<file path="src/core/wtc_defines.svh">
`ifndef WTC_DEFINES_SVH
`define WTC_DEFINES_SVH

// ****************************************
// Register map
// ****************************************
`define WTC_ADDR_W 12
`define WTC_CTRL_OFF 12'hc00
`define WTC_CTRL_CLR_OFF 12'hc04
`define WTC_CTRL_SET_OFF 12'hc08
`define WTC_CTRL_INV_OFF 12'hc0c
`define WTC_STAT_OFF 12'hc10
`define WTC_MASK_OFF 12'hc14
`define WTC_COUNT_OFF 12'hc18

// ****************************************
// Control fields
// ****************************************
`define WTC_KEY 16'h5743
`define WTC_KEY_STRB 4'hc
`define WTC_CTRL_WMASK 32'h00008001
`define WTC_CTRL_RESET 32'h00000000
`define WTC_ON_BIT 15
`define WTC_WINEN_BIT 0
`define WTC_PS_W 5

// ****************************************
// Status and mask fields
// ****************************************
`define WTC_EV_W 4
`define WTC_EV_EXPIRE 0
`define WTC_EV_FAULT 1
`define WTC_EV_WAKE 2
`define WTC_EV_BADKEY 3
`define WTC_EV_RESET 4'h0

// ****************************************
// Bus answers
// ****************************************
`define WTC_RESP_OKAY 2'h0
`define WTC_RESP_SLVERR 2'h2

`endif

</file>
<file path="src/core/wtc_pkg.sv">
package wtc_pkg;
    typedef logic [1:0] wtc_resp_type;
    typedef logic [4:0] wtc_ps_type;
    typedef enum logic [0:0] {
        WTC_RD_IDLE = 1'b0,
        WTC_RD_DATA = 1'b1
    } wtc_rd_state_type;
endpackage

</file>
<file path="src/core/wtc_tick_counter.sv">
`timescale 1ns/1ns
`default_nettype none
`include "wtc_defines.svh"

module wtc_tick_counter (
    input wire logic aclk,
    input wire logic aresetn,
    input wire logic clk_en,
    input wire logic tick,
    input wire logic run,
    input wire logic clear,
    input wire wtc_pkg::wtc_ps_type postscale,
    output var logic expire,
    output var logic window_open,
    output var logic [31:0] count
);
    import wtc_pkg::*;

    logic [31:0] count_reg;
    logic [31:0] count_next;
    logic expire_reg;
    logic expire_next;
    logic [31:0] terminal;
    logic [31:0] open_thr;

    // ****************************************
    // Postscaled time-out
    // ****************************************
    // Time-out is two to the postscale power of oscillator ticks
    assign terminal = (32'h1 << postscale) - 32'h1;
    // Window opens for the last quarter of the period
    assign open_thr = terminal - (terminal >> 2);

    always_comb begin
        count_next = count_reg;
        expire_next = 1'b0;
        if (!run || clear) begin
            count_next = 32'h0;
        end else if (tick) begin
            if (count_reg >= terminal) begin
                count_next = 32'h0;
                expire_next = 1'b1;
            end else begin
                count_next = count_reg + 32'h1;
            end
        end
    end

    always_ff @(posedge aclk) begin
        if (!aresetn) begin
            count_reg <= 32'h0;
            expire_reg <= 1'b0;
        end else if (clk_en) begin
            count_reg <= count_next;
            expire_reg <= expire_next;
        end
    end

    assign expire = expire_reg;
    assign window_open = count_reg >= open_thr;
    assign count = count_reg;
endmodule // wtc_tick_counter

`default_nettype wire

</file>
<file path="src/core/wtc_watchdog_timer_control.sv">
// Contract
// - Counter advances only on edges of the low-power oscillator input.
// - Expiry without a timely clear requests a device reset.
// - Postscaler sets the time-out as a power-of-two tick count.
// - Expiry during Sleep or Idle wakes the device instead.
// - Only a halfword write of the key restarts the time-out.
// - Enable bit 15 starts or stops the watchdog; resets to zero.
// - Software enable counts only when the fuse enable is zero.
// - Read-only bits 12-8 show the run-mode configured postscale.
// - Read-only bits 5-1 show the sleep-mode configured postscale.
// - Bit 0 selects windowed operation; resets to zero.
// - Clear, set and invert aliases at plus 0x4, 0x8, 0xC.
// - Bits 14-13 and 7-6 read zero and ignore writes.
//
// Local design decision: the AXI4-Lite slave port.
`timescale 1ns/1ns
`default_nettype none
`include "wtc_defines.svh"

module wtc_watchdog_timer_control (
    input wire logic aclk,
    input wire logic aresetn,
    input wire logic clk_en,
    input wire logic low_power_rc_oscillator_clk_pin,
    input wire logic fuse_watchdog_enable,
    input wire wtc_pkg::wtc_ps_type cfg_run_postscale,
    input wire wtc_pkg::wtc_ps_type cfg_sleep_postscale,
    input wire logic sleep_mode,
    input wire logic idle_mode,
    input wire logic [11:0] s_axi_awaddr,
    input wire logic s_axi_awvalid,
    output var logic s_axi_awready,
    input wire logic [31:0] s_axi_wdata,
    input wire logic [3:0] s_axi_wstrb,
    input wire logic s_axi_wvalid,
    output var logic s_axi_wready,
    output var wtc_pkg::wtc_resp_type s_axi_bresp,
    output var logic s_axi_bvalid,
    input wire logic s_axi_bready,
    input wire logic [11:0] s_axi_araddr,
    input wire logic s_axi_arvalid,
    output var logic s_axi_arready,
    output var logic [31:0] s_axi_rdata,
    output var wtc_pkg::wtc_resp_type s_axi_rresp,
    output var logic s_axi_rvalid,
    input wire logic s_axi_rready,
    output var logic device_reset_req,
    output var logic wake_req,
    output var logic irq,
    output var logic watchdog_running
);
    import wtc_pkg::*;

    // ****************************************
    // State
    // ****************************************
    logic [2:0] low_power_rc_oscillator_sync_reg, low_power_rc_oscillator_sync_next;
    logic cfg_loaded_reg, cfg_loaded_next;
    wtc_ps_type run_ps_reg, run_ps_next;
    wtc_ps_type sleep_ps_reg, sleep_ps_next;
    logic [31:0] ctrl_reg, ctrl_next;
    logic [3:0] status_reg, status_next;
    logic [3:0] mask_reg, mask_next;
    logic irq_reg, irq_next;
    logic reset_req_reg, reset_req_next;
    logic wake_reg, wake_next;
    logic running_reg, running_next;
    logic aw_held_reg, aw_held_next;
    logic [11:0] awaddr_reg, awaddr_next;
    logic w_held_reg, w_held_next;
    logic [31:0] wdata_reg, wdata_next;
    logic [3:0] wstrb_reg, wstrb_next;
    logic awready_reg, awready_next;
    logic wready_reg, wready_next;
    logic bvalid_reg, bvalid_next;
    wtc_resp_type bresp_reg, bresp_next;
    wtc_rd_state_type rd_state_reg, rd_state_next;
    logic arready_reg, arready_next;
    logic [31:0] rdata_reg, rdata_next;
    wtc_resp_type rresp_reg, rresp_next;

    // ****************************************
    // Combinational helpers
    // ****************************************
    logic aw_have;
    logic w_have;
    logic do_write;
    logic [11:0] wr_addr;
    logic [31:0] wr_data;
    logic [3:0] wr_strb;
    logic [31:0] lane_mask;
    logic [31:0] ctrl_wr;
    logic key_ok;
    logic bad_key;
    logic fault;
    logic en_eff;
    logic sleeping;
    logic low_power_rc_oscillator_tick;
    wtc_ps_type ps_sel;
    logic expire;
    logic window_open;
    logic [31:0] count;
    logic [3:0] events;
    logic [3:0] w1c;
    logic [31:0] ctrl_view;

    // ****************************************
    // Byte lanes to bit mask
    // ****************************************
    genvar lane;
    generate
        for (lane = 0; lane < 4; lane = lane + 1) begin : g_lane
            assign lane_mask[lane*8 +: 8] = {8{wr_strb[lane]}};
        end
    endgenerate

    // ****************************************
    // Watchdog core
    // ****************************************
    // Fuse forces the watchdog on; software bit only matters without it
    assign en_eff = fuse_watchdog_enable | ctrl_reg[`WTC_ON_BIT];
    assign sleeping = sleep_mode | idle_mode;
    assign ps_sel = sleep_mode ? sleep_ps_reg : run_ps_reg;
    // Rising oscillator edge seen after the two-stage synchroniser
    assign low_power_rc_oscillator_tick = low_power_rc_oscillator_sync_reg[1] & ~low_power_rc_oscillator_sync_reg[2];

    wtc_tick_counter u_counter (
        .aclk(aclk),
        .aresetn(aresetn),
        .clk_en(clk_en),
        .tick(low_power_rc_oscillator_tick),
        .run(en_eff),
        .clear(key_ok),
        .postscale(ps_sel),
        .expire(expire),
        .window_open(window_open),
        .count(count)
    );

    // Reserved bits never reach the stored control value
    assign ctrl_wr = wr_data & lane_mask & `WTC_CTRL_WMASK;
    assign ctrl_view = {16'h0, ctrl_reg[`WTC_ON_BIT], 2'h0, run_ps_reg,
                        2'h0, sleep_ps_reg, ctrl_reg[`WTC_WINEN_BIT]};

    // ****************************************
    // Write channel and register effects
    // ****************************************
    always_comb begin
        aw_have = aw_held_reg | (s_axi_awvalid & awready_reg);
        w_have = w_held_reg | (s_axi_wvalid & wready_reg);
        wr_addr = aw_held_reg ? awaddr_reg : s_axi_awaddr;
        wr_data = w_held_reg ? wdata_reg : s_axi_wdata;
        wr_strb = w_held_reg ? wstrb_reg : s_axi_wstrb;
        do_write = aw_have & w_have;
        aw_held_next = aw_held_reg;
        awaddr_next = awaddr_reg;
        w_held_next = w_held_reg;
        wdata_next = wdata_reg;
        wstrb_next = wstrb_reg;
        bvalid_next = bvalid_reg;
        bresp_next = bresp_reg;
        ctrl_next = ctrl_reg;
        mask_next = mask_reg;
        w1c = 4'h0;
        key_ok = 1'b0;
        bad_key = 1'b0;
        if (bvalid_reg && s_axi_bready) begin
            bvalid_next = 1'b0;
        end
        if (s_axi_awvalid && awready_reg) begin
            aw_held_next = 1'b1;
            awaddr_next = s_axi_awaddr;
        end
        if (s_axi_wvalid && wready_reg) begin
            w_held_next = 1'b1;
            wdata_next = s_axi_wdata;
            wstrb_next = s_axi_wstrb;
        end
        if (do_write) begin
            aw_held_next = 1'b0;
            w_held_next = 1'b0;
            bvalid_next = 1'b1;
            bresp_next = `WTC_RESP_OKAY;
            if (wr_addr == `WTC_CTRL_OFF) begin
                ctrl_next = (ctrl_reg & ~(lane_mask & `WTC_CTRL_WMASK))
                            | ctrl_wr;
                // Key must arrive alone on the upper halfword lanes
                if (wr_strb == `WTC_KEY_STRB
                    && wr_data[31:16] == `WTC_KEY) begin
                    key_ok = 1'b1;
                end else if (wr_strb[3:2] != 2'h0) begin
                    bad_key = 1'b1;
                end
            end else if (wr_addr == `WTC_CTRL_CLR_OFF) begin
                ctrl_next = ctrl_reg & ~ctrl_wr;
            end else if (wr_addr == `WTC_CTRL_SET_OFF) begin
                ctrl_next = ctrl_reg | ctrl_wr;
            end else if (wr_addr == `WTC_CTRL_INV_OFF) begin
                ctrl_next = ctrl_reg ^ ctrl_wr;
            end else if (wr_addr == `WTC_STAT_OFF) begin
                w1c = wr_data[3:0] & {4{wr_strb[0]}};
            end else if (wr_addr == `WTC_MASK_OFF) begin
                if (wr_strb[0]) begin
                    mask_next = wr_data[3:0];
                end
            end else if (wr_addr != `WTC_COUNT_OFF) begin
                bresp_next = `WTC_RESP_SLVERR;
            end
        end
        awready_next = ~aw_held_next & ~bvalid_next;
        wready_next = ~w_held_next & ~bvalid_next;
    end

    // ****************************************
    // Events, reset and wake requests
    // ****************************************
    always_comb begin
        // Early clear in windowed mode is treated as a runaway program
        fault = key_ok & en_eff & ctrl_reg[`WTC_WINEN_BIT]
                & ~window_open;
        reset_req_next = (expire & ~sleeping) | fault;
        wake_next = expire & sleeping;
        running_next = en_eff;
        events = 4'h0;
        events[`WTC_EV_EXPIRE] = expire;
        events[`WTC_EV_FAULT] = fault;
        events[`WTC_EV_WAKE] = wake_next;
        events[`WTC_EV_BADKEY] = bad_key;
        // A new event beats a clear in the same cycle
        status_next = (status_reg & ~w1c) | events;
        irq_next = |(status_next & mask_next);
        low_power_rc_oscillator_sync_next = {low_power_rc_oscillator_sync_reg[1:0], low_power_rc_oscillator_clk_pin};
        cfg_loaded_next = 1'b1;
        run_ps_next = run_ps_reg;
        sleep_ps_next = sleep_ps_reg;
        // Configuration is caught once, after reset release
        if (!cfg_loaded_reg) begin
            run_ps_next = cfg_run_postscale;
            sleep_ps_next = cfg_sleep_postscale;
        end
    end

    // ****************************************
    // Read channel
    // ****************************************
    always_comb begin
        rd_state_next = rd_state_reg;
        rdata_next = rdata_reg;
        rresp_next = rresp_reg;
        case (rd_state_reg)
            WTC_RD_IDLE: begin
                // Ready is still low on the first edge after reset
                if (s_axi_arvalid && arready_reg) begin
                    rd_state_next = WTC_RD_DATA;
                    rresp_next = `WTC_RESP_OKAY;
                    rdata_next = 32'h0;
                    if (s_axi_araddr == `WTC_CTRL_OFF) begin
                        rdata_next = ctrl_view;
                    end else if (s_axi_araddr == `WTC_CTRL_CLR_OFF
                                 || s_axi_araddr == `WTC_CTRL_SET_OFF
                                 || s_axi_araddr == `WTC_CTRL_INV_OFF) begin
                        rdata_next = ctrl_view;
                    end else if (s_axi_araddr == `WTC_STAT_OFF) begin
                        rdata_next = {28'h0, status_reg};
                    end else if (s_axi_araddr == `WTC_MASK_OFF) begin
                        rdata_next = {28'h0, mask_reg};
                    end else if (s_axi_araddr == `WTC_COUNT_OFF) begin
                        rdata_next = count;
                    end else begin
                        rresp_next = `WTC_RESP_SLVERR;
                    end
                end
            end
            WTC_RD_DATA: begin
                if (s_axi_rready) begin
                    rd_state_next = WTC_RD_IDLE;
                end
            end
            default: begin
                rd_state_next = WTC_RD_IDLE;
            end
        endcase
        arready_next = (rd_state_next == WTC_RD_IDLE);
    end

    // ****************************************
    // Registers
    // ****************************************
    always_ff @(posedge aclk) begin
        if (!aresetn) begin
            low_power_rc_oscillator_sync_reg <= 3'h0;
            cfg_loaded_reg <= 1'b0;
            run_ps_reg <= 5'h00;
            sleep_ps_reg <= 5'h00;
            ctrl_reg <= `WTC_CTRL_RESET;
            status_reg <= `WTC_EV_RESET;
            mask_reg <= `WTC_EV_RESET;
            irq_reg <= 1'b0;
            reset_req_reg <= 1'b0;
            wake_reg <= 1'b0;
            running_reg <= 1'b0;
            aw_held_reg <= 1'b0;
            awaddr_reg <= 12'h000;
            w_held_reg <= 1'b0;
            wdata_reg <= 32'h0;
            wstrb_reg <= 4'h0;
            awready_reg <= 1'b0;
            wready_reg <= 1'b0;
            bvalid_reg <= 1'b0;
            bresp_reg <= `WTC_RESP_OKAY;
            rd_state_reg <= WTC_RD_IDLE;
            arready_reg <= 1'b0;
            rdata_reg <= 32'h0;
            rresp_reg <= `WTC_RESP_OKAY;
        end else if (clk_en) begin
            low_power_rc_oscillator_sync_reg <= low_power_rc_oscillator_sync_next;
            cfg_loaded_reg <= cfg_loaded_next;
            run_ps_reg <= run_ps_next;
            sleep_ps_reg <= sleep_ps_next;
            ctrl_reg <= ctrl_next;
            status_reg <= status_next;
            mask_reg <= mask_next;
            irq_reg <= irq_next;
            reset_req_reg <= reset_req_next;
            wake_reg <= wake_next;
            running_reg <= running_next;
            aw_held_reg <= aw_held_next;
            awaddr_reg <= awaddr_next;
            w_held_reg <= w_held_next;
            wdata_reg <= wdata_next;
            wstrb_reg <= wstrb_next;
            awready_reg <= awready_next;
            wready_reg <= wready_next;
            bvalid_reg <= bvalid_next;
            bresp_reg <= bresp_next;
            rd_state_reg <= rd_state_next;
            arready_reg <= arready_next;
            rdata_reg <= rdata_next;
            rresp_reg <= rresp_next;
        end
    end

    // ****************************************
    // Outputs
    // ****************************************
    assign s_axi_awready = awready_reg;
    assign s_axi_wready = wready_reg;
    assign s_axi_bvalid = bvalid_reg;
    assign s_axi_bresp = bresp_reg;
    assign s_axi_arready = arready_reg;
    assign s_axi_rvalid = (rd_state_reg == WTC_RD_DATA);
    assign s_axi_rdata = rdata_reg;
    assign s_axi_rresp = rresp_reg;
    assign device_reset_req = reset_req_reg;
    assign wake_req = wake_reg;
    assign irq = irq_reg;
    assign watchdog_running = running_reg;
endmodule // wtc_watchdog_timer_control

`default_nettype wire

</file>
<file path="config.mk">
export PLATFORM = sky130hd
export DESIGN_NAME = wtc_watchdog_timer_control
export DESIGN_NICKNAME = d
export VERILOG_FILES = /design/src/core/wtc_pkg.sv /design/src/core/wtc_tick_counter.sv /design/src/core/wtc_watchdog_timer_control.sv
export VERILOG_INCLUDE_DIRS = /design/src /design/src/core
export SDC_FILE = /design/constraint.sdc
export NUM_CORES = 1
export LEC_CHECK = 0
export ABC_CLOCK_PERIOD_IN_PS = 11300
export BUFFER_PORTS_ARGS = -buffer_cell sky130_fd_sc_hd__buf_2
export CORE_ASPECT_RATIO = 0.8
export CORE_UTILIZATION = 60
export CTS_CLUSTER_SIZE = 24
export DETAILED_ROUTE_END_ITERATION = 8
export GPL_TIMING_DRIVEN = 0
export PLACE_DENSITY_LB_ADDON = 0.08
export SLEW_MARGIN = 20
export SYNTH_ARGS = -nofsm -noshare
export SYNTH_HDL_FRONTEND = slang
export SYNTH_HIERARCHICAL = 1
export SYNTH_SLANG_ARGS = --single-unit
</file>
<file path="constraint.sdc">
create_clock -name aclk -period 11.3 [get_ports aclk]
set_clock_uncertainty 0.15 [all_clocks]
set_input_delay 2.26 -clock aclk [delete_from_list [all_inputs] [get_ports aclk]]
set_output_delay 2.26 -clock aclk [all_outputs]
set_load 0.05 [all_outputs]
</file>
==> summary.txt <==
run status: completed
pre-CTS setup slack: -0.133 ns
maximum VDD drop: 100 uV
worst rel slew slack: 0.290
Syn Area/Cell: 7.79 sq um
power share of the combinational group: 0.376
routing usage on met3: 0.0815
DP Area: 0.0114 sq mm
Flop pwr share: 0.299
DRC: 0
f_max: 94.1 MHz
slowest stage delay, CP: 0.44 ns
nets@finish: 1662
commonest non-fill, non-tap cell in the layout: nand2_1
core area: 0.0169 sq mm
Setup Fix Bufs, Post-CTS: 0
hold_buf cts: 0
switching power: 0.633 mW
Finished Cell Area: 0.0120 sq mm
WL final: 32100 microns
Synth Flop Type: dfxtp_1
Port Buffers: 112
Slew Viols, Final: 0
most used routing layer: met1
drt pass-1 iters: 6
crit path DAT: 10.82 ns
CTS tree: built
worst-skew pair later-pin latency: 0.43 ns
H-tree lvl count: 4
Die Span X: 150 microns
per-cell routed wire length: 18.7 microns
row cnt: 42
Overall Global Routing Usage: 0.355
Global Route met2 Usage: 0.501
number of flops mapped to enable cells by yosys: 0
CP startpoint kind: input pin
RSZ-0062 raised after global routing: false
Num CTS Buffers: 17
clock root buffer master: clkbuf_16
Netlist Area Pre-Place: 0.0106 sq mm
clock sink count: 139
overall power: 1.70 mW
#FFs+latches synth: 139
Die Y: 121 microns
vias in the first global route: 9609
Fillers: 1405
Vias: 10905
switch share: 0.373
Syn-to-layout area delta: 13.7%
final setup violation count: 0
met1 capacity usage during global routing: 0.535
drt initial violations: 1189
global-route wire length before repair: 50200 microns
antenna-violating nets left: 0
CP Capture Type: register
Leak: 5.13 nW
Hold WC Path Type: reg -> reg
fin util: 0.712
Clock Power Share: 0.325
cells after synthesis: 1356
leading cell types in the layout, fill and taps excluded: nand2_1 (197), dfxtp_1 (139), buf_2 (124), ha_1 (91), a21boi_0 (81)
max cap viols: 0
Hold Worst Slack: 0.313 ns
Pwr Density: 141 mW/mm^2
ratio of cells with drive above 1 in the final layout: 0.135
Initial Util: 0.626
Period minus WS final: 10.62 ns
DP Wirelength: 24800 microns
Final GP Congestion: 0.953
Clock Tree Buf Depth: 2
Final Hold Viols: 0
Die Area: 0.0181 sq mm
clk slew on worst S/H paths: 0.06 ns
largest net degree at the start of global routing: 17
Data required, critical path: 11.49 ns
final worst path period share: 0.940
vias per std cell: 6.33
post-synthesis sequential area ratio: 0.264
Internal Pwr Total: 1.06 mW
Max FO, Critical Path: 10
gr ovfl total: 0
I/O pin total: 127
initial antenna violation count: 0
Yosys warning total: 6
FFs w/ async S/R, synth: 0
Synth cell types: 86
Slew @ Worst Pin: 1.04 ns
kind of critical path: in -> reg
Final WS setup: 0.677 ns
slowest CP cell: clkbuf_1
==> synthesized netlist by cell type (7+ instances only) <==
cell type	count	share of area
a211o_1	11	0.0091
a211oi_1	12	0.0085
a21boi_0	81	0.058
a21o_1	40	0.028
a21oi_1	68	0.032
a221oi_1	11	0.0091
a22oi_1	7	0.0050
a31oi_1	7	0.0041
and2_1	10	0.0059
and3_1	19	0.011
buf_1	8	0.0028
buf_2	12	0.0057
clkbuf_1	47	0.017
dfxtp_1	139	0.26
ha_1	91	0.11
inv_1	54	0.019
mux2_2	13	0.014
mux2i_1	12	0.011
nand2_1	197	0.070
nand2b_1	18	0.011
nand3_1	52	0.025
nand4_1	18	0.011
nor2_1	71	0.025
nor2b_1	29	0.017
nor3_1	38	0.018
nor3b_1	27	0.019
nor4_1	7	0.0041
o211ai_1	13	0.0092
o21ai_0	71	0.034
o22ai_1	9	0.0053
or2_2	7	0.0041
or3_1	10	0.0059
xnor2_1	13	0.011
xor2_1	20	0.017
==> layout make-up <==
class | instances | area [sq um] | area share
multi-input combinational | 1094 | 7300 | 0.608
sequential | 139 | 2780 | 0.232
timing repair buffer | 112 | 561 | 0.0467
clock buffer | 17 | 425 | 0.0354
buffer | 70 | 303 | 0.0252
tap | 220 | 275 | 0.0229
inverter | 54 | 206 | 0.0172
clock inverter | 15 | 153 | 0.0127
antenna | 1 | 2.50 | 0.000208
==> power by group through the flow <==
stage,logic [mW],registers (mW),clock network (mW)
2_1_floorplan,0.457,0.525,0
3_3_place_gp,0.604,0.518,0
3_5_place_dp,0.618,0.518,0
4_1_cts,0.623,0.507,0.549
5_1_grt,0.709,0.508,0.575
6_report,0.638,0.508,0.551
==> metrics by stage <==
step | std cells | setup TNS, ns
after floorplan | 1358 | 0
after global placement | 1690 | -0.163
after detailed placement | 1690 | -0.327
after CTS | 1722 | 0
after global routing | 1721 | 0
final | 1722 | 0
==> worst max-delay path, delay by kind of cell <==
kind | cells | cell delay [ns]
simple gates | 5 | 0.99
xor+xnor | 2 | 0.42
compound gates | 15 | 3.36
buf+inv | 7 | 2.20
mux | 1 | 0.31
fa+ha+maj | 4 | 1.25
==> kinds of logic (layout without fill, tap and decap cells) <==
group | Yosys count | in the layout | synth area share
and+or+nand+nor | 551 | 551 | 0.271
AOI/OAI and AO/OA | 387 | 387 | 0.252
DFF | 139 | 139 | 0.264
buffers and inverters | 125 | 268 | 0.0480
adders and majority gates | 94 | 94 | 0.112
xor gates and xnor gates | 33 | 33 | 0.0274
muxes | 25 | 25 | 0.0252
other | 2 | 5 | 0.000711
==> timing repair <==
action,in CTS,in global routing
resized for setup,0,7
setup endpoints to repair,0,3
hold endpoints to repair,0,0
==> routing by layer <==
layer  vias up  wire (microns)
li1       5225               -
met1      5086           15000
met2       552           13000
met3        42            3620
met4         0             472
met5         -               0
==> worst paths after layout <==
| kind | start | to | slack (ns) | cells after the start |
|---|---|---|---|---|
| worst max-delay path | sleep_mode | irq$_SDFFE_PN0P_ | 0.68 | 34 |
| worst min-delay path | wdata_reg[17]$_SDFFE_PN0P_ | wdata_reg[17]$_SDFFE_PN0P_ | 0.31 | 2 |
| worst max register to register | run_ps_reg[0]$_SDFFE_PN0P_ | irq$_SDFFE_PN0P_ | 2.46 | 33 |
| worst min register to register | wdata_reg[17]$_SDFFE_PN0P_ | wdata_reg[17]$_SDFFE_PN0P_ | 0.31 | 2 |
No activity file was read; power rests on OpenSTA's default activity.
